## src/hdl/rxim_pkg.sv

```systemverilog
// Purpose: shared constants for the receiver interrupt mask and trigger-mode block
// Assumes: 8-bit register port, byte addresses as printed
// Notes: source index 0 is output slip, 1..8 follow the first mask register bits 0..7
package rxim_pkg;

  localparam int RXIM_NUM_SRC = 9;
  localparam int RXIM_ADDR_W = 8;
  localparam int RXIM_DATA_W = 8;

  ////////////////////////////////////////////////////////////////////////////
  // register offsets
  localparam logic [7:0] RXIM_OFS_ENABLE_A = 8'h16;
  localparam logic [7:0] RXIM_OFS_ENABLE_B = 8'h17;
  localparam logic [7:0] RXIM_OFS_TRIGGER_A = 8'h18;
  localparam logic [7:0] RXIM_OFS_TRIGGER_B = 8'h19;
  localparam logic [7:0] RXIM_OFS_TRIGGER_C = 8'h1a;

  ////////////////////////////////////////////////////////////////////////////
  // reset values
  localparam logic [7:0] RXIM_RST_ENABLE_A = 8'h00;
  localparam logic [0:0] RXIM_RST_ENABLE_B = 1'h0;
  localparam logic [7:0] RXIM_RST_TRIGGER_A = 8'h00;
  localparam logic [7:0] RXIM_RST_TRIGGER_B = 8'h00;
  localparam logic [1:0] RXIM_RST_TRIGGER_C = 2'h0;

  ////////////////////////////////////////////////////////////////////////////
  // field positions, first mask register
  localparam int RXIM_BIT_CS_CRC = 7;
  localparam int RXIM_BIT_PARITY = 6;
  localparam int RXIM_BIT_VALIDITY = 5;
  localparam int RXIM_BIT_BIPHASE = 4;
  localparam int RXIM_BIT_SUBCODE_CHG = 3;
  localparam int RXIM_BIT_LOCK_LOSS = 2;
  localparam int RXIM_BIT_SUBCODE_CRC = 1;
  localparam int RXIM_BIT_BUFFER_XFER = 0;
  // second mask register
  localparam int RXIM_BIT_OUTPUT_SLIP = 0;
  // first mode register field low bits
  localparam int RXIM_FLD_SUBCODE_CHG = 6;
  localparam int RXIM_FLD_LOCK_LOSS = 4;
  localparam int RXIM_FLD_SUBCODE_CRC = 2;
  localparam int RXIM_FLD_BUFFER_XFER = 0;
  // second mode register field low bits
  localparam int RXIM_FLD_CS_CRC = 6;
  localparam int RXIM_FLD_PARITY = 4;
  localparam int RXIM_FLD_VALIDITY = 2;
  localparam int RXIM_FLD_BIPHASE = 0;
  // third mode register
  localparam int RXIM_FLD_OUTPUT_SLIP = 0;

  ////////////////////////////////////////////////////////////////////////////
  // trigger mode encodings
  typedef enum logic [1:0] {
    RXIM_TRIG_RISE = 2'b00,
    RXIM_TRIG_FALL = 2'b01,
    RXIM_TRIG_LEVEL = 2'b10,
    RXIM_TRIG_RSVD = 2'b11
  } rxim_trig_t;

endpackage : rxim_pkg

```

## src/hdl/rxim_ctrl.sv

```systemverilog
// Purpose: receiver interrupt masking and trigger-mode logic with its host registers
// Assumes: register port is the decoded byte port behind the serial host interface
// Notes: edge events latch until acknowledged or masked; level sources drive the output directly
// How it works
// - Bit 7 of the first mask register enables the channel-status CRC interrupt, reset 0 masks it.
// - Bit 6 of the first mask register enables the parity error interrupt, reset masked.
// - Bit 5 of the first mask register enables the validity interrupt, reset masked.
// - Bit 4 of the first mask register enables the biphase error interrupt, reset masked.
// - Bit 3 of the first mask register enables the sub-code change interrupt, reset masked.
// - Bit 2 of the first mask register enables the lock loss interrupt, reset masked.
// - Bit 1 of the first mask register enables the sub-code CRC interrupt, reset masked.
// - Bit 0 of the first mask register enables the buffer transfer interrupt, reset masked.
// - The second mask register holds only the output slip enable at bit 0; bits 7 to 1 read zero.
// - Each two-bit mode field means 00 rising edge (reset), 01 falling edge, 10 level, 11 reserved.
// - A status condition raises the interrupt only while its mask bit is enabled.
// - Output slip follows the port fed by the receiver, port a when both are.
`timescale 1ns/10ps
module rxim_ctrl #(
  parameter int NUM_SRC = rxim_pkg::RXIM_NUM_SRC
) (
  input wire logic core_clk_i,
  input wire logic srst_i,
  // register port
  input wire logic [rxim_pkg::RXIM_ADDR_W-1:0] reg_addr_i,
  input wire logic reg_wr_i,
  input wire logic [rxim_pkg::RXIM_DATA_W-1:0] reg_wdata_i,
  input wire logic reg_rd_i,
  output logic [rxim_pkg::RXIM_DATA_W-1:0] reg_rdata_o,
  // receiver status conditions
  input wire logic cs_crc_err_i,
  input wire logic parity_err_i,
  input wire logic validity_err_i,
  input wire logic biphase_err_i,
  input wire logic subcode_change_i,
  input wire logic lock_loss_i,
  input wire logic subcode_crc_err_i,
  input wire logic buffer_xfer_i,
  // audio port slip sources
  input wire logic port_a_from_rx_i,
  input wire logic port_b_from_rx_i,
  input wire logic slip_a_i,
  input wire logic slip_b_i,
  // pending-event acknowledge, one bit per source
  input wire logic [8:0] irq_ack_i,
  output logic [8:0] irq_pending_o,
  output logic rx_irq_o
);

  import rxim_pkg::*;

  ////////////////////////////////////////////////////////////////////////////
  // registers
  logic [7:0] receiver_irq_enable_a;
  logic [0:0] receiver_irq_enable_b;
  logic [7:0] receiver_irq_trigger_a;
  logic [7:0] receiver_irq_trigger_b;
  logic [1:0] receiver_irq_trigger_c;

  logic wr_enable_a;
  logic wr_enable_b;
  logic wr_trigger_a;
  logic wr_trigger_b;
  logic wr_trigger_c;

  assign wr_enable_a = reg_wr_i && (reg_addr_i == RXIM_OFS_ENABLE_A);
  assign wr_enable_b = reg_wr_i && (reg_addr_i == RXIM_OFS_ENABLE_B);
  assign wr_trigger_a = reg_wr_i && (reg_addr_i == RXIM_OFS_TRIGGER_A);
  assign wr_trigger_b = reg_wr_i && (reg_addr_i == RXIM_OFS_TRIGGER_B);
  assign wr_trigger_c = reg_wr_i && (reg_addr_i == RXIM_OFS_TRIGGER_C);

  always_ff @(posedge core_clk_i) begin
    if (srst_i) begin
      receiver_irq_enable_a <= RXIM_RST_ENABLE_A;
    end else if (wr_enable_a) begin
      receiver_irq_enable_a <= reg_wdata_i;
    end
  end

  always_ff @(posedge core_clk_i) begin
    if (srst_i) begin
      receiver_irq_enable_b <= RXIM_RST_ENABLE_B;
    end else if (wr_enable_b) begin
      receiver_irq_enable_b <= reg_wdata_i[RXIM_BIT_OUTPUT_SLIP];
    end
  end

  always_ff @(posedge core_clk_i) begin
    if (srst_i) begin
      receiver_irq_trigger_a <= RXIM_RST_TRIGGER_A;
    end else if (wr_trigger_a) begin
      receiver_irq_trigger_a <= reg_wdata_i;
    end
  end

  always_ff @(posedge core_clk_i) begin
    if (srst_i) begin
      receiver_irq_trigger_b <= RXIM_RST_TRIGGER_B;
    end else if (wr_trigger_b) begin
      receiver_irq_trigger_b <= reg_wdata_i;
    end
  end

  always_ff @(posedge core_clk_i) begin
    if (srst_i) begin
      receiver_irq_trigger_c <= RXIM_RST_TRIGGER_C;
    end else if (wr_trigger_c) begin
      receiver_irq_trigger_c <= reg_wdata_i[1:0];
    end
  end

  ////////////////////////////////////////////////////////////////////////////
  // read-back, registered so the data output comes from a flop
  logic [7:0] next_rdata;

  always_comb begin
    case (reg_addr_i)
      RXIM_OFS_ENABLE_A: begin
        next_rdata = receiver_irq_enable_a;
      end
      RXIM_OFS_ENABLE_B: begin
        next_rdata = {7'h00, receiver_irq_enable_b};
      end
      RXIM_OFS_TRIGGER_A: begin
        next_rdata = receiver_irq_trigger_a;
      end
      RXIM_OFS_TRIGGER_B: begin
        next_rdata = receiver_irq_trigger_b;
      end
      RXIM_OFS_TRIGGER_C: begin
        next_rdata = {6'h00, receiver_irq_trigger_c};
      end
      default: begin
        next_rdata = 8'h00;
      end
    endcase
  end

  always_ff @(posedge core_clk_i) begin
    if (srst_i) begin
      reg_rdata_o <= 8'h00;
    end else if (reg_rd_i) begin
      reg_rdata_o <= next_rdata;
    end
  end

  ////////////////////////////////////////////////////////////////////////////
  // source indices: slip first, then the first mask register from bit 0 up
  localparam int SRC_SLIP = 0;
  localparam int SRC_BUFFER_XFER = RXIM_BIT_BUFFER_XFER + 1;
  localparam int SRC_SUBCODE_CRC = RXIM_BIT_SUBCODE_CRC + 1;
  localparam int SRC_LOCK_LOSS = RXIM_BIT_LOCK_LOSS + 1;
  localparam int SRC_SUBCODE_CHG = RXIM_BIT_SUBCODE_CHG + 1;
  localparam int SRC_BIPHASE = RXIM_BIT_BIPHASE + 1;
  localparam int SRC_VALIDITY = RXIM_BIT_VALIDITY + 1;
  localparam int SRC_PARITY = RXIM_BIT_PARITY + 1;
  localparam int SRC_CS_CRC = RXIM_BIT_CS_CRC + 1;

  ////////////////////////////////////////////////////////////////////////////
  // named views of the mask and mode fields
  logic cs_crc_irq_enable;
  logic parity_err_irq_enable;
  logic validity_irq_enable;
  logic biphase_err_irq_enable;
  logic subcode_change_irq_enable;
  logic lock_loss_irq_enable;
  logic subcode_crc_irq_enable;
  logic buffer_xfer_irq_enable;
  logic output_slip_irq_enable;
  logic [1:0] subcode_change_trigger;
  logic [1:0] lock_loss_trigger;
  logic [1:0] subcode_crc_trigger;
  logic [1:0] buffer_xfer_trigger;
  logic [1:0] cs_crc_trigger;
  logic [1:0] parity_err_trigger;
  logic [1:0] validity_trigger;
  logic [1:0] biphase_err_trigger;
  logic [1:0] output_slip_trigger;

  assign cs_crc_irq_enable = receiver_irq_enable_a[RXIM_BIT_CS_CRC];
  assign parity_err_irq_enable = receiver_irq_enable_a[RXIM_BIT_PARITY];
  assign validity_irq_enable = receiver_irq_enable_a[RXIM_BIT_VALIDITY];
  assign biphase_err_irq_enable = receiver_irq_enable_a[RXIM_BIT_BIPHASE];
  assign subcode_change_irq_enable = receiver_irq_enable_a[RXIM_BIT_SUBCODE_CHG];
  assign lock_loss_irq_enable = receiver_irq_enable_a[RXIM_BIT_LOCK_LOSS];
  assign subcode_crc_irq_enable = receiver_irq_enable_a[RXIM_BIT_SUBCODE_CRC];
  assign buffer_xfer_irq_enable = receiver_irq_enable_a[RXIM_BIT_BUFFER_XFER];
  assign output_slip_irq_enable = receiver_irq_enable_b[RXIM_BIT_OUTPUT_SLIP];

  assign subcode_change_trigger = receiver_irq_trigger_a[RXIM_FLD_SUBCODE_CHG +: 2];
  assign lock_loss_trigger = receiver_irq_trigger_a[RXIM_FLD_LOCK_LOSS +: 2];
  assign subcode_crc_trigger = receiver_irq_trigger_a[RXIM_FLD_SUBCODE_CRC +: 2];
  assign buffer_xfer_trigger = receiver_irq_trigger_a[RXIM_FLD_BUFFER_XFER +: 2];
  // second and third mode registers share the first one's encoding
  assign cs_crc_trigger = receiver_irq_trigger_b[RXIM_FLD_CS_CRC +: 2];
  assign parity_err_trigger = receiver_irq_trigger_b[RXIM_FLD_PARITY +: 2];
  assign validity_trigger = receiver_irq_trigger_b[RXIM_FLD_VALIDITY +: 2];
  assign biphase_err_trigger = receiver_irq_trigger_b[RXIM_FLD_BIPHASE +: 2];
  assign output_slip_trigger = receiver_irq_trigger_c[RXIM_FLD_OUTPUT_SLIP +: 2];

  ////////////////////////////////////////////////////////////////////////////
  // source vectors, indexed by the SRC_ constants above
  logic output_slip_status;
  logic [8:0] status_vec;
  logic [8:0] enable_vec;
  logic [17:0] mode_vec;

  rxim_slip_sel u_slip_sel (
    .port_a_from_rx_i(port_a_from_rx_i),
    .port_b_from_rx_i(port_b_from_rx_i),
    .slip_a_i(slip_a_i),
    .slip_b_i(slip_b_i),
    .output_slip_status_o(output_slip_status)
  );

  assign status_vec[SRC_SLIP] = output_slip_status;
  assign status_vec[SRC_BUFFER_XFER] = buffer_xfer_i;
  assign status_vec[SRC_SUBCODE_CRC] = subcode_crc_err_i;
  assign status_vec[SRC_LOCK_LOSS] = lock_loss_i;
  assign status_vec[SRC_SUBCODE_CHG] = subcode_change_i;
  assign status_vec[SRC_BIPHASE] = biphase_err_i;
  assign status_vec[SRC_VALIDITY] = validity_err_i;
  assign status_vec[SRC_PARITY] = parity_err_i;
  assign status_vec[SRC_CS_CRC] = cs_crc_err_i;

  assign enable_vec[SRC_SLIP] = output_slip_irq_enable;
  assign enable_vec[SRC_BUFFER_XFER] = buffer_xfer_irq_enable;
  assign enable_vec[SRC_SUBCODE_CRC] = subcode_crc_irq_enable;
  assign enable_vec[SRC_LOCK_LOSS] = lock_loss_irq_enable;
  assign enable_vec[SRC_SUBCODE_CHG] = subcode_change_irq_enable;
  assign enable_vec[SRC_BIPHASE] = biphase_err_irq_enable;
  assign enable_vec[SRC_VALIDITY] = validity_irq_enable;
  assign enable_vec[SRC_PARITY] = parity_err_irq_enable;
  assign enable_vec[SRC_CS_CRC] = cs_crc_irq_enable;

  // source i takes mode bits [2i+1:2i]
  assign mode_vec[2*SRC_SLIP +: 2] = output_slip_trigger;
  assign mode_vec[2*SRC_BUFFER_XFER +: 2] = buffer_xfer_trigger;
  assign mode_vec[2*SRC_SUBCODE_CRC +: 2] = subcode_crc_trigger;
  assign mode_vec[2*SRC_LOCK_LOSS +: 2] = lock_loss_trigger;
  assign mode_vec[2*SRC_SUBCODE_CHG +: 2] = subcode_change_trigger;
  assign mode_vec[2*SRC_BIPHASE +: 2] = biphase_err_trigger;
  assign mode_vec[2*SRC_VALIDITY +: 2] = validity_trigger;
  assign mode_vec[2*SRC_PARITY +: 2] = parity_err_trigger;
  assign mode_vec[2*SRC_CS_CRC +: 2] = cs_crc_trigger;

  ////////////////////////////////////////////////////////////////////////////
  // detection and pending flags
  logic [8:0] event_vec;
  logic [8:0] level_vec;
  logic [8:0] pending;

  genvar gi;
  generate
    for (gi = 0; gi < NUM_SRC; gi++) begin : g_src
      rxim_trig_det u_det (
        .core_clk_i(core_clk_i),
        .srst_i(srst_i),
        .status_i(status_vec[gi]),
        .mode_i(mode_vec[2*gi +: 2]),
        .enable_i(enable_vec[gi]),
        .event_o(event_vec[gi]),
        .level_o(level_vec[gi])
      );

      logic set_pend;
      logic clr_pend;

      // a fresh edge in the ack cycle survives: set beats clear
      assign set_pend = event_vec[gi];
      // masking drops a stale edge so it cannot fire later
      assign clr_pend = irq_ack_i[gi] | ~enable_vec[gi];

      always_ff @(posedge core_clk_i) begin
        if (srst_i) begin
          pending[gi] <= 1'b0;
        end else if (set_pend) begin
          pending[gi] <= 1'b1;
        end else if (clr_pend) begin
          pending[gi] <= 1'b0;
        end
      end
    end
  endgenerate

  assign irq_pending_o = pending;

  ////////////////////////////////////////////////////////////////////////////
  // interrupt output
  logic edge_active;
  logic level_active;
  logic next_rx_irq;

  // pending clears on mask one edge late, the and hides it in between
  assign edge_active = |(pending & enable_vec);
  assign level_active = |level_vec;
  assign next_rx_irq = edge_active | level_active;

  always_ff @(posedge core_clk_i) begin
    if (srst_i) begin
      rx_irq_o <= 1'b0;
    end else begin
      rx_irq_o <= next_rx_irq;
    end
  end

endmodule : rxim_ctrl

```

## src/hdl/rxim_slip_sel.sv

```systemverilog
// Purpose: picks which audio port's slip flag feeds the receiver output slip source
// Assumes: slip flags are meaningful only for a port sourced by the receiver
// Notes: port a wins when both ports take receiver data
`timescale 1ns/10ps
module rxim_slip_sel (
  input wire logic port_a_from_rx_i,
  input wire logic port_b_from_rx_i,
  input wire logic slip_a_i,
  input wire logic slip_b_i,
  output logic output_slip_status_o
);

  always_comb begin
    if (port_a_from_rx_i) begin
      output_slip_status_o = slip_a_i;
    end else if (port_b_from_rx_i) begin
      output_slip_status_o = slip_b_i;
    end else begin
      output_slip_status_o = 1'b0;
    end
  end

endmodule : rxim_slip_sel

```

## src/hdl/rxim_trig_det.sv

```systemverilog
// Purpose: per-source trigger detector (edge or level) gated by its enable
// Assumes: status comes from logic on core_clk_i, no synchroniser needed
// Notes: previous-status flop tracks even while masked so enabling never fakes an edge
`timescale 1ns/10ps
module rxim_trig_det (
  input wire logic core_clk_i,
  input wire logic srst_i,
  input wire logic status_i,
  input wire logic [1:0] mode_i,
  input wire logic enable_i,
  output logic event_o,
  output logic level_o
);

  import rxim_pkg::*;

  logic status_q;
  logic rise;
  logic fall;

  always_ff @(posedge core_clk_i) begin
    if (srst_i) begin
      status_q <= 1'b0;
    end else begin
      status_q <= status_i;
    end
  end

  assign rise = status_i & ~status_q;
  assign fall = ~status_i & status_q;

  always_comb begin
    event_o = 1'b0;
    level_o = 1'b0;
    if (enable_i) begin
      case (mode_i)
        RXIM_TRIG_RISE: begin
          event_o = rise;
        end
        RXIM_TRIG_FALL: begin
          event_o = fall;
        end
        RXIM_TRIG_LEVEL: begin
          level_o = status_i;
        end
        default: begin
          // reserved code: host must not write it, so it stays silent
          event_o = 1'b0;
          level_o = 1'b0;
        end
      endcase
    end
  end

endmodule : rxim_trig_det

```

## config.mk

```make
export PLATFORM = sky130hd
export DESIGN_NAME = rxim_ctrl
export DESIGN_NICKNAME = d
export VERILOG_FILES = /design/src/hdl/rxim_pkg.sv /design/src/hdl/rxim_ctrl.sv /design/src/hdl/rxim_slip_sel.sv /design/src/hdl/rxim_trig_det.sv
export SDC_FILE = /design/constraint.sdc
export NUM_CORES = 1
export LEC_CHECK = 0
export ABC_AREA = 1
export BUFFER_PORTS_ARGS = -buffer_cell sky130_fd_sc_hd__buf_2
export CORE_MARGIN = 2
export CORE_UTILIZATION = 40
export CTS_BUF_LIST = sky130_fd_sc_hd__clkbuf_8
export DETAILED_ROUTE_END_ITERATION = 8
export HOLD_SLACK_MARGIN = 0.02
export SYNTH_ARGS = -nofsm -noshare
export SYNTH_HDL_FRONTEND = slang
export SYNTH_HIERARCHICAL = 1
export SYNTH_SLANG_ARGS = --single-unit
```

## constraint.sdc

```tcl
create_clock -name core_clk_i -period 1.4 [get_ports core_clk_i]
set_input_delay 0.07 -clock core_clk_i [delete_from_list [all_inputs] [get_ports core_clk_i]]
set_output_delay 0.07 -clock core_clk_i [all_outputs]
set_load 0.05 [all_outputs]
```

==> results of run 1 <==
## flip-flops by register name, indices dropped and copies added (netlist names)
| register | cells |
|---|---|
| output_slip_irq_enable | 1 |
| output_slip_trigger | 2 |
| receiver_irq_enable_a | 8 |
| receiver_irq_trigger_b | 8 |
| reg_rdata_o | 8 |
| irq_pending_o | 9 |
| rx_irq_o | 1 |
| receiver_irq_trigger_a | 8 |
| g_src.u_det/status_q | 9 |
## path summary, 6_finish.rpt
path                                    endpoint  slack (ns)  cells past startpoint
worst min register to register    reg_rdata_o[1]        0.48                      2
worst min-delay path            irq_pending_o[0]        0.02                      4
worst max-delay path                    rx_irq_o        0.12                      7
worst max register to register          rx_irq_o        0.12                      7
## power by group through the flow
stage / Clock [uW] / Combinational (uW) / Sequential (uW)
5_1_grt: 980 / 311 / 1560
3_3_place_gp: 0 / 238 / 1590
4_1_cts: 926 / 277 / 1560
6_report: 907 / 275 / 1560
2_1_floorplan: 0 / 133 / 1600
3_5_place_dp: 0 / 240 / 1590
## final cells by class
type	count	area (um^2)	area share, %
clock inverter	3	18.8	0.561
timing repair buffer	85	536	16.0
multi-input combinational	269	1280	38.4
clock buffer	5	68.8	2.06
inverter	69	259	7.74
sequential	54	1080	32.3
tap	77	96.3	2.88
## per-stage QoR
stage	setup slack (ns)	cell area [um^2]
2_1_floorplan	0.333	2690
5_1_grt	0.000946	3350
4_1_cts	0.0380	3340
3_3_place_gp	-0.112	3080
3_5_place_dp	-0.0239	3080
6_report	0.125	3350
## worst max-delay path: stages, from the launching register on
cell	delay [ns]
dfxtp_1	0.41
inv_1	0.06
nand2_1	0.07
nor2_1	0.06
nor3_2	0.17
nand3_1	0.11
nor3_2	0.19
a21oi_1	0.10
## what timing repair did
item                                   in CTS  in global routing
hold buffers                               17                  0
gates resized for setup                     1                  2
cloned                                      0                  0
pin swaps                                   0                  0
endpoints found under the hold margin      17                  0
setup endpoints to repair                   1                  1
## layout by cell type (no fill, tap or decap), drive strengths merged
master and n:
nand2 69, clkinv 2, nor3 11, nand3 38
clkbuf 5, nand4 4, o21bai 1, inv 70
a21oi 36, dfxtp 54, buf 68, o21ai 29
nor2 80, nor4 1, dlygate4sd3 17
## routing by layer
| layer | share of wire [%] | wire length [um] |
|---|---|---|
| met5 | 0 | 0 |
| met4 | 1.7 | 116 |
| met3 | 5.1 | 348 |
| met2 | 45 | 3070 |
| met1 | 49 | 3340 |
## logic make-up (layout without fill, tap and decap cells)
family / Yosys count / after routing / share of synthesized area [%]
flip-flops: 54 / 54 / 40.1
AO/OA/AOI/OAI: 66 / 66 / 13.2
AND/OR/NAND/NOR: 203 / 203 / 34.1
buffers and inverters: 79 / 162 / 12.5
==> results.sh, run 1 <==
export IMPL_run_status="finished, final reports clean"
export IMPL_finish_cell_count_without_fillers=562
export IMPL_final_nets=525
export IMPL_power_uw=2740
export IMPL_rsz0062_at_grt="false"
export IMPL_cts_inserted_buffers=5
export IMPL_timing_setup_critical_path_class="reg2reg"
export IMPL_netlist_area_leader_share_pct=40.1
export IMPL_grt_start_max_net_pins=29
export IMPL_drt_iter0_markers=158
export IMPL_grt_pass1_wl_um=11700
export IMPL_pwr_share_seq_pct=56.9
export IMPL_clockRootBuffer="clkbuf_8"
export IMPL_first_pass_iters=5
export IMPL_core_region_area_um2=6420
export IMPL_grt_overflow=0
export IMPL_finalSetupViolCount=0
export IMPL_clock_power_share_pct=33.1
export IMPL_critPathArrivalTime_ns=1.48
export IMPL_synthTopCellsByCount="nor2_1 (76), inv_1 (69), nand2_1 (65)"
export IMPL_critical_path_startpoint="receiver_irq_trigger_b[2]"
export IMPL_synth_yosys_seq_area_share_pct=40.1
export IMPL_grt_use_met3_pct=3.18
export IMPL_synth_net_count=443
export IMPL_power_density_nw_per_um2=819
export IMPL_globalRoute_busiestLayer="met2"
export IMPL_final_cycle_utilization_of_the_critical_path_pct=91.1
export IMPL_fmax_mhz=784
export IMPL_netlist_instances=402
export IMPL_timing_critical_path_required_ns=1.60
export IMPL_dieArea_um2=7410
export IMPL_synthFlopType="dfxtp_1"
export IMPL_htreeDepth=2
export IMPL_average_via_count_per_standard_cell=4.83
export IMPL_grt_met2_usage_pct=31.6
export IMPL_number_of_design_rule_violations_left_after_detail_routing=0
export IMPL_timing_worst_slew_pin_value_ns=0.524
export IMPL_gpl_final_weighted_congestion=0.852
export IMPL_internal_power_uw=2020
export IMPL_async_flop_share_pct=0
export IMPL_synth_lib_cells_used_distinct=23
export IMPL_maximum_clock_skew_at_final_layout_ns=0.00405
export IMPL_hold_path_class="in2reg"
export IMPL_cts_buffer_depth=2
export IMPL_synthesis_yosys_warnings=6
export IMPL_clk_pin_slew_worst_paths_ns=0.10
export IMPL_yosys_register_bits=54
export IMPL_routed_wire_length_per_instance_um=12.2
export IMPL_max_cap_viol_count=0
export IMPL_worst_path_max_fanout=4
export IMPL_grt_util_all_layers_pct=20.0
export IMPL_final_max_slew_viol_count=0
export IMPL_postCtsSetupRepairBufs=0
export IMPL_synth_most_common_cell="nor2_1"
export IMPL_static_leakage_power_uw=0.00152
export IMPL_initial_antenna_violation_count=0
export IMPL_timing_slew_headroom_pct=65.0
export IMPL_post_route_min_period_ns=1.28
export IMPL_final_setup_tns_ns=0
export IMPL_synth_edff_count=0
export IMPL_drt_antenna_violating_nets=0
export IMPL_fp_row_count=29
export IMPL_pin_count=59
export IMPL_finish_utilization_pct=52.1
export IMPL_port_buffer_count=58
export IMPL_power_share_switching_pct=26.2
export IMPL_synth_area_leader_cell="dfxtp_1"
export IMPL_clock_sink_count=54
export IMPL_number_of_global_route_vias_before_repair=2476
export IMPL_wirelength_um=6870
export IMPL_worst_ir_drop_on_vdd_uv=406
export IMPL_synth_cell_area_um2=2690
export IMPL_setup_worst_path_start_class="flip-flop"
export IMPL_hold_viol_final=0
export IMPL_total_instance_count_after_detailed_placement=537
export IMPL_fp_dieW_um=86.1
export IMPL_final_layout_size_suffix_gt1_share_pct=20.0
export IMPL_synth_area_leaders="dfxtp_1 (40%), nor2_1 (11%), inv_1 (9.6%), nand2_1 (9.1%), nand3_1 (6.3%)"
export IMPL_antenna_diode_count=0
export IMPL_fill_cells=699
export IMPL_syn_to_final_growth_pct=24.2
export IMPL_clock_latency_late_sink_ns=0.32
export IMPL_die_h_um=86.1
export IMPL_grt_util_met1_pct=27.9
export IMPL_switching_power_uw=717
export IMPL_num_vias=2714
export IMPL_initial_core_util_pct=41.9
export IMPL_r2r_start="receiver_irq_trigger_b[2]"
export IMPL_pwr_share_comb_pct=10.0
export IMPL_mean_area_per_synthesized_cell_um2=6.70
export IMPL_worst_setup_path_end_kind="flip-flop"
export IMPL_hpwl_um=5090
export IMPL_hold_slack_ns=0.0172
export IMPL_clock_tree_from_tritoncts="yes"
export IMPL_min_from="irq_ack_i[0]"
(Power assumes the default switching activity.)
==> run 2, diff against run 1 <==
--- a/config.mk
+++ b/config.mk
@@ -9,7 +9,7 @@
 export BUFFER_PORTS_ARGS = -buffer_cell sky130_fd_sc_hd__buf_2
 export CORE_MARGIN = 2
 export CORE_UTILIZATION = 40
-export CTS_BUF_LIST = sky130_fd_sc_hd__clkbuf_8
+export CTS_BUF_LIST = sky130_fd_sc_hd__clkbuf_2
 export DETAILED_ROUTE_END_ITERATION = 8
 export HOLD_SLACK_MARGIN = 0.02
 export SYNTH_ARGS = -nofsm -noshare
==> run 2 against run 1 <==
Against the previous run: flip-flop and latch count is the same; final area grew 2.8%; worst hold slack gained 0.012 ns; register-to-register slack gained 0.02 ns; global-route usage grew 0.18 points; clock power shrank 27%; combinational power grew 12%; core utilization grew 1.5 points; die area is the same; cell count grew 2.3%; count of clock-buffer cells in the layout is the same.
==> results.sh, run 2 (synthesized netlist as in run 1, its figures left out) <==
export IMPL_dieArea_um2=7410
export IMPL_fill_cells=685
export IMPL_ff2ff_path_depth=7
export IMPL_final_setup_tns_ns=0
export IMPL_power_share_switching_pct=27.9
export IMPL_grt_util_all_layers_pct=20.1
export IMPL_most_common_cell_after_layout_fill_and_taps_aside="nor2_1"
export IMPL_finish_utilization_pct=53.6
export IMPL_number_of_design_rule_violations_left_after_detail_routing=0
export IMPL_fp_row_count=29
export IMPL_maximum_clock_skew_at_final_layout_ns=0.0136
export IMPL_final_max_slew_viol_count=0
export IMPL_min_delay_worst_endpoint="output_slip_irq_enable"
export IMPL_fmax_mhz=755
export IMPL_timing_slew_headroom_pct=75.9
export IMPL_register_area_um2=1080
export IMPL_timing_reg2reg_setup_slack_ns=0.14
export IMPL_htreeDepth=2
export IMPL_fp_dieW_um=86.1
export IMPL_postCtsSetupRepairBufs=0
export IMPL_clock_power_share_pct=26.1
export IMPL_clock_latency_late_sink_ns=0.46
export IMPL_worst_ir_drop_on_vdd_uv=407
export IMPL_grt_overflow=0
export IMPL_pwr_share_comb_pct=12.1
export IMPL_switching_power_uw=707
export IMPL_pwr_share_seq_pct=61.8
export IMPL_clk_pin_slew_worst_paths_ns=0.28
export IMPL_initial_core_util_pct=41.9
export IMPL_die_h_um=86.1
export IMPL_static_leakage_power_uw=0.00156
export IMPL_gpl_final_weighted_congestion=0.852
export IMPL_timing_critical_path_required_ns=1.82
export IMPL_r2r_end="rx_irq_o"
export IMPL_min_delay_path_depth=5
export IMPL_finalSetupViolCount=0
export IMPL_drt_antenna_violating_nets=0
export IMPL_grt_start_max_net_pins=29
export IMPL_clock_sink_count=54
export IMPL_timing_setup_critical_path_class="in2reg"
export IMPL_final_layout_size_suffix_gt1_share_pct=20.5
export IMPL_hold_viol_final=0
export IMPL_initial_antenna_violation_count=0
export IMPL_post_route_min_period_ns=1.32
export IMPL_final_nets=538
export IMPL_port_buffer_count=58
export IMPL_worst_setup_path_end_kind="flip-flop"
export IMPL_min_from="reg_addr_i[1]"
export IMPL_total_instance_count_after_detailed_placement=537
export IMPL_r2r_start="receiver_irq_trigger_b[4]"
export IMPL_internal_power_uw=1830
export IMPL_critical_path_startpoint="slip_a_i"
export IMPL_run_status="finished, final reports clean"
export IMPL_pin_count=59
export IMPL_routed_wire_length_per_instance_um=12.1
export IMPL_antenna_diode_count=0
export IMPL_finish_cell_count_without_fillers=575
export IMPL_grt_pass1_wl_um=11900
export IMPL_detailedPlace_worstSlack_ns=-0.0239
export IMPL_power_density_nw_per_um2=737
export IMPL_hold_path_class="in2reg"
export IMPL_fin_area_um2=3440
export IMPL_hpwl_um=5090
export IMPL_max_cap_viol_count=0
export IMPL_cts_buffer_depth=2
export IMPL_setup_worst_path_start_class="primary input"
export IMPL_final_critical_path_setup_slack_ns=0.0763
export IMPL_post_dp_cell_area_um2=3080
export IMPL_multi_input_comb_area_um2=1290
export IMPL_worst_path_max_fanout=2
export IMPL_timing_worst_slew_pin_value_ns=0.361
export IMPL_number_of_global_route_vias_before_repair=2556
export IMPL_drt_iter0_markers=147
export IMPL_rsz0062_at_grt="false"
export IMPL_num_vias=2751
export IMPL_average_via_count_per_standard_cell=4.78
export IMPL_clockRootBuffer="clkbuf_2"
export IMPL_core_region_area_um2=6420
export IMPL_syn_to_final_growth_pct=27.7
export IMPL_critPathArrivalTime_ns=1.75
export IMPL_wirelength_um=6980
export IMPL_mostFrequentLayoutCells="nor2_1 (75), inv_1 (68), nand2_1 (65)"
export IMPL_clock_tree_from_tritoncts="yes"
export IMPL_cts_inserted_buffers=5
export IMPL_first_pass_iters=4
export IMPL_final_cycle_utilization_of_the_critical_path_pct=94.5
run 2: metal layers:
metal	global-route usage, %	vias up	routed length [um]	part of all wire, %
met2	31.4	61	3130	45
li1	-	1454	-	-
met1	27.9	1223	3360	48
met3	3.46	13	329	4.7
met4	7.65	0	162	2.3
met5	0	-	0	0
run 2: metrics by stage:
stage	total power (uW)	hold WS, ns
after detailed placement	1830	0.310
final	2540	0.0295
after global routing	2640	0.0506
after global placement	1830	0.305
after CTS	2550	0.0235
after floorplan	1730	0.142
run 2: worst max-delay path by stage:
stage / to / cells after the start
final: irq_pending_o[0] / 10
after floorplan: rx_irq_o / 4
after global routing: irq_pending_o[0] / 10
after detailed placement: rx_irq_o / 7
after global placement: rx_irq_o / 7
after CTS: rx_irq_o / 7
run 2: power by group through the flow:
stage / Clock [uW] / Combinational [uW] / Sequential [uW]
5_1_grt: 728 / 345 / 1570
3_5_place_dp: 0 / 240 / 1590
2_1_floorplan: 0 / 133 / 1600
4_1_cts: 681 / 305 / 1570
6_report: 661 / 307 / 1570
3_3_place_gp: 0 / 238 / 1590
run 2: cell type report:
class,instances,area share (%)
clock buffer,5,0.727
clock inverter,3,0.545
inverter,69,7.53
multi-input combinational,269,37.5
sequential,54,31.5
tap,77,2.80
timing repair buffer,98,19.3
run 2: timing repair:
item / in CTS / in global routing
pin swaps: 0 / 1
hold buffers: 30 / 0
gates resized for setup: 2 / 6
endpoints found under the hold margin: 52 / 0
setup endpoints to repair: 1 / 6
run 2: critical path, cell delays in order:
cell and delay, ns:
dlygate4sd3_1 0.54, buf_2 0.12, nand2_1 0.06, nand2_2 0.05
dlygate4sd3_1 0.56, inv_2 0.07, a21oi_2 0.04, nor2_1 0.10
nor2_1 0.06, nor2_1 0.07
==> run 3, diff against run 2 <==
--- a/config.mk
+++ b/config.mk
@@ -7,11 +7,13 @@
 export LEC_CHECK = 0
 export ABC_AREA = 1
 export BUFFER_PORTS_ARGS = -buffer_cell sky130_fd_sc_hd__buf_2
+export CORE_ASPECT_RATIO = 1.75
 export CORE_MARGIN = 2
 export CORE_UTILIZATION = 40
 export CTS_BUF_LIST = sky130_fd_sc_hd__clkbuf_2
 export DETAILED_ROUTE_END_ITERATION = 8
 export HOLD_SLACK_MARGIN = 0.02
+export PLACE_DENSITY_LB_ADDON = 0.15
 export SYNTH_ARGS = -nofsm -noshare
 export SYNTH_HDL_FRONTEND = slang
 export SYNTH_HIERARCHICAL = 1
==> run 3 against run 2 <==
Against the previous run: worst hold slack gained 0.019 ns; global-route usage rose by 1.1 points; combinational power is essentially flat; fmax is 0.22% lower; non-clock buffer count is 4 higher; largest cell class unchanged.
==> results.sh, run 3 (synthesized netlist as in run 1, its figures left out) <==
export IMPL_grt_pass1_wl_um=12100
export IMPL_max_cap_viol_count=0
export IMPL_grt_util_all_layers_pct=21.2
export IMPL_fmax_mhz=754
export IMPL_cts_buffer_depth=2
export IMPL_grt_overflow=0
export IMPL_timing_reg2reg_setup_slack_ns=0.13
export IMPL_worst_ir_drop_on_vdd_uv=734
export IMPL_htreeDepth=2
export IMPL_clock_sink_count=54
export IMPL_num_vias=2781
export IMPL_hold_path_class="in2reg"
export IMPL_worst_setup_path_end_kind="flip-flop"
export IMPL_final_cycle_utilization_of_the_critical_path_pct=94.8
export IMPL_rsz0062_at_grt="false"
export IMPL_number_of_design_rule_violations_left_after_detail_routing=0
export IMPL_r2r_start="receiver_irq_trigger_b[4]"
export IMPL_final_setup_tns_ns=0
export IMPL_most_common_cell_after_layout_fill_and_taps_aside="nor2_1"
export IMPL_finalSetupViolCount=0
export IMPL_drt_antenna_violating_nets=0
export IMPL_clock_latency_late_sink_ns=0.46
export IMPL_syn_to_final_growth_pct=28.5
export IMPL_cts_inserted_buffers=5
export IMPL_power_density_nw_per_um2=720
export IMPL_number_of_global_route_vias_before_repair=2628
export IMPL_static_leakage_power_uw=0.00157
export IMPL_ff2ff_path_depth=7
export IMPL_average_via_count_per_standard_cell=4.76
export IMPL_fp_row_count=39
export IMPL_critPathArrivalTime_ns=1.72
export IMPL_timing_critical_path_required_ns=1.79
export IMPL_postCtsSetupRepairBufs=0
export IMPL_initial_core_util_pct=41.2
export IMPL_final_layout_size_suffix_gt1_share_pct=19.9
export IMPL_pin_count=59
export IMPL_final_nets=542
export IMPL_grt_start_max_net_pins=29
export IMPL_core_region_area_um2=6540
export IMPL_clockRootBuffer="clkbuf_2"
export IMPL_mostFrequentLayoutCells="nor2_1 (76), inv_1 (69), nand2_1 (65)"
export IMPL_critical_path_startpoint="slip_b_i"
export IMPL_timing_setup_critical_path_class="in2reg"
export IMPL_worst_path_max_fanout=2
export IMPL_post_dp_cell_area_um2=3110
export IMPL_hold_viol_final=0
export IMPL_timing_worst_slew_pin_value_ns=0.328
export IMPL_first_pass_iters=4
export IMPL_drt_iter0_markers=79
export IMPL_routed_wire_length_per_instance_um=12.5
export IMPL_hpwl_um=5600
export IMPL_die_h_um=113
export IMPL_dieArea_um2=7430
export IMPL_clock_tree_from_tritoncts="yes"
export IMPL_min_delay_path_depth=3
export IMPL_min_from="srst_i"
export IMPL_port_buffer_count=58
export IMPL_r2r_end="rx_irq_o"
export IMPL_fp_dieW_um=66.0
export IMPL_clk_pin_slew_worst_paths_ns=0.27
export IMPL_final_max_slew_viol_count=0
export IMPL_timing_slew_headroom_pct=78.2
export IMPL_post_route_min_period_ns=1.33
export IMPL_gpl_final_weighted_congestion=0.847
export IMPL_setup_worst_path_start_class="primary input"
export IMPL_maximum_clock_skew_at_final_layout_ns=0.0161
export IMPL_fin_area_um2=3460
export IMPL_run_status="finished, final reports clean"
export IMPL_min_delay_worst_endpoint="reg_rdata_o[5]"
export IMPL_initial_antenna_violation_count=0
export IMPL_antenna_diode_count=0
export IMPL_wirelength_um=7330
==> run 3: cell count changes in the layout (fill, tap and decap cells not counted), sizes merged <==
cell	before	now
inv	70	69
clkbuf	5	6
dlygate4sd3	30	31
buf	68	71
==> run 3: area by class of cell <==
| cell class | count | area [um^2] |
|---|---|---|
| clock inverter | 2 | 8.76 |
| multi-input combinational | 269 | 1280 |
| tap | 82 | 103 |
| timing repair buffer | 102 | 698 |
| sequential | 54 | 1080 |
| inverter | 69 | 259 |
| clock buffer | 6 | 30.0 |
| fill | 691 | 3080 |
==> run 3: timing repair <==
action	CTS	global route
hold buffers	31	0
setup endpoints to repair	0	2
gates resized for setup	0	4
hold endpoints to repair	52	0
==> run 3: per-layer routing <==
layer | track usage [%] | part of all wire [%] | vias to the layer above
li1 | - | - | 1466
met3 | 3.11 | 3.0 | 14
met4 | 10.6 | 4.1 | 0
met1 | 23.7 | 41 | 1245
met5 | 0 | 0 | -
met2 | 38.0 | 51 | 56
==> run 3: stage by stage <==
stage / std cells / hold slack, ns / setup WS, ns / total power (uW) / utilization [%]
global placement: 545 / 0.302 / 0.106 / 1830 / 47.5
detailed placement: 545 / 0.311 / 0.114 / 1840 / 47.5
floorplan: 402 / 0.142 / 0.333 / 1730 / -
global route: 584 / 0.0215 / 0.00380 / 2630 / 52.9
finish: 584 / 0.0481 / 0.0734 / 2490 / 52.9
CTS: 584 / 0.0323 / 0.0898 / 2530 / 52.8
==> run 3: worst max path at each step <==
| stage | end | slack [ns] | cells past startpoint |
|---|---|---|---|
| floorplan | rx_irq_o | 0.33 | 4 |
| global placement | rx_irq_o | 0.11 | 7 |
| detailed placement | rx_irq_o | 0.11 | 7 |
| CTS | irq_pending_o[0] | 0.09 | 10 |
| global route | irq_pending_o[0] | 0.004 | 10 |
| finish | irq_pending_o[0] | 0.07 | 10 |
==> run 3: worst max-delay path: stages <==
cell           delay [ns]
dlygate4sd3_1        0.52
buf_2                0.10
nand3_2              0.07
nand2_2              0.06
dlygate4sd3_1        0.54
inv_1                0.06
a21oi_2              0.11
nor2_1               0.05
nor2_1               0.09
nor2_1               0.04
==> run 3: where the power goes <==
group | switching [uW] | internal, uW | total, uW
Clock | 497 | 123 | 620
Sequential | 6.74 | 1560 | 1570
Combinational | 164 | 144 | 307
Total | 668 | 1830 | 2490
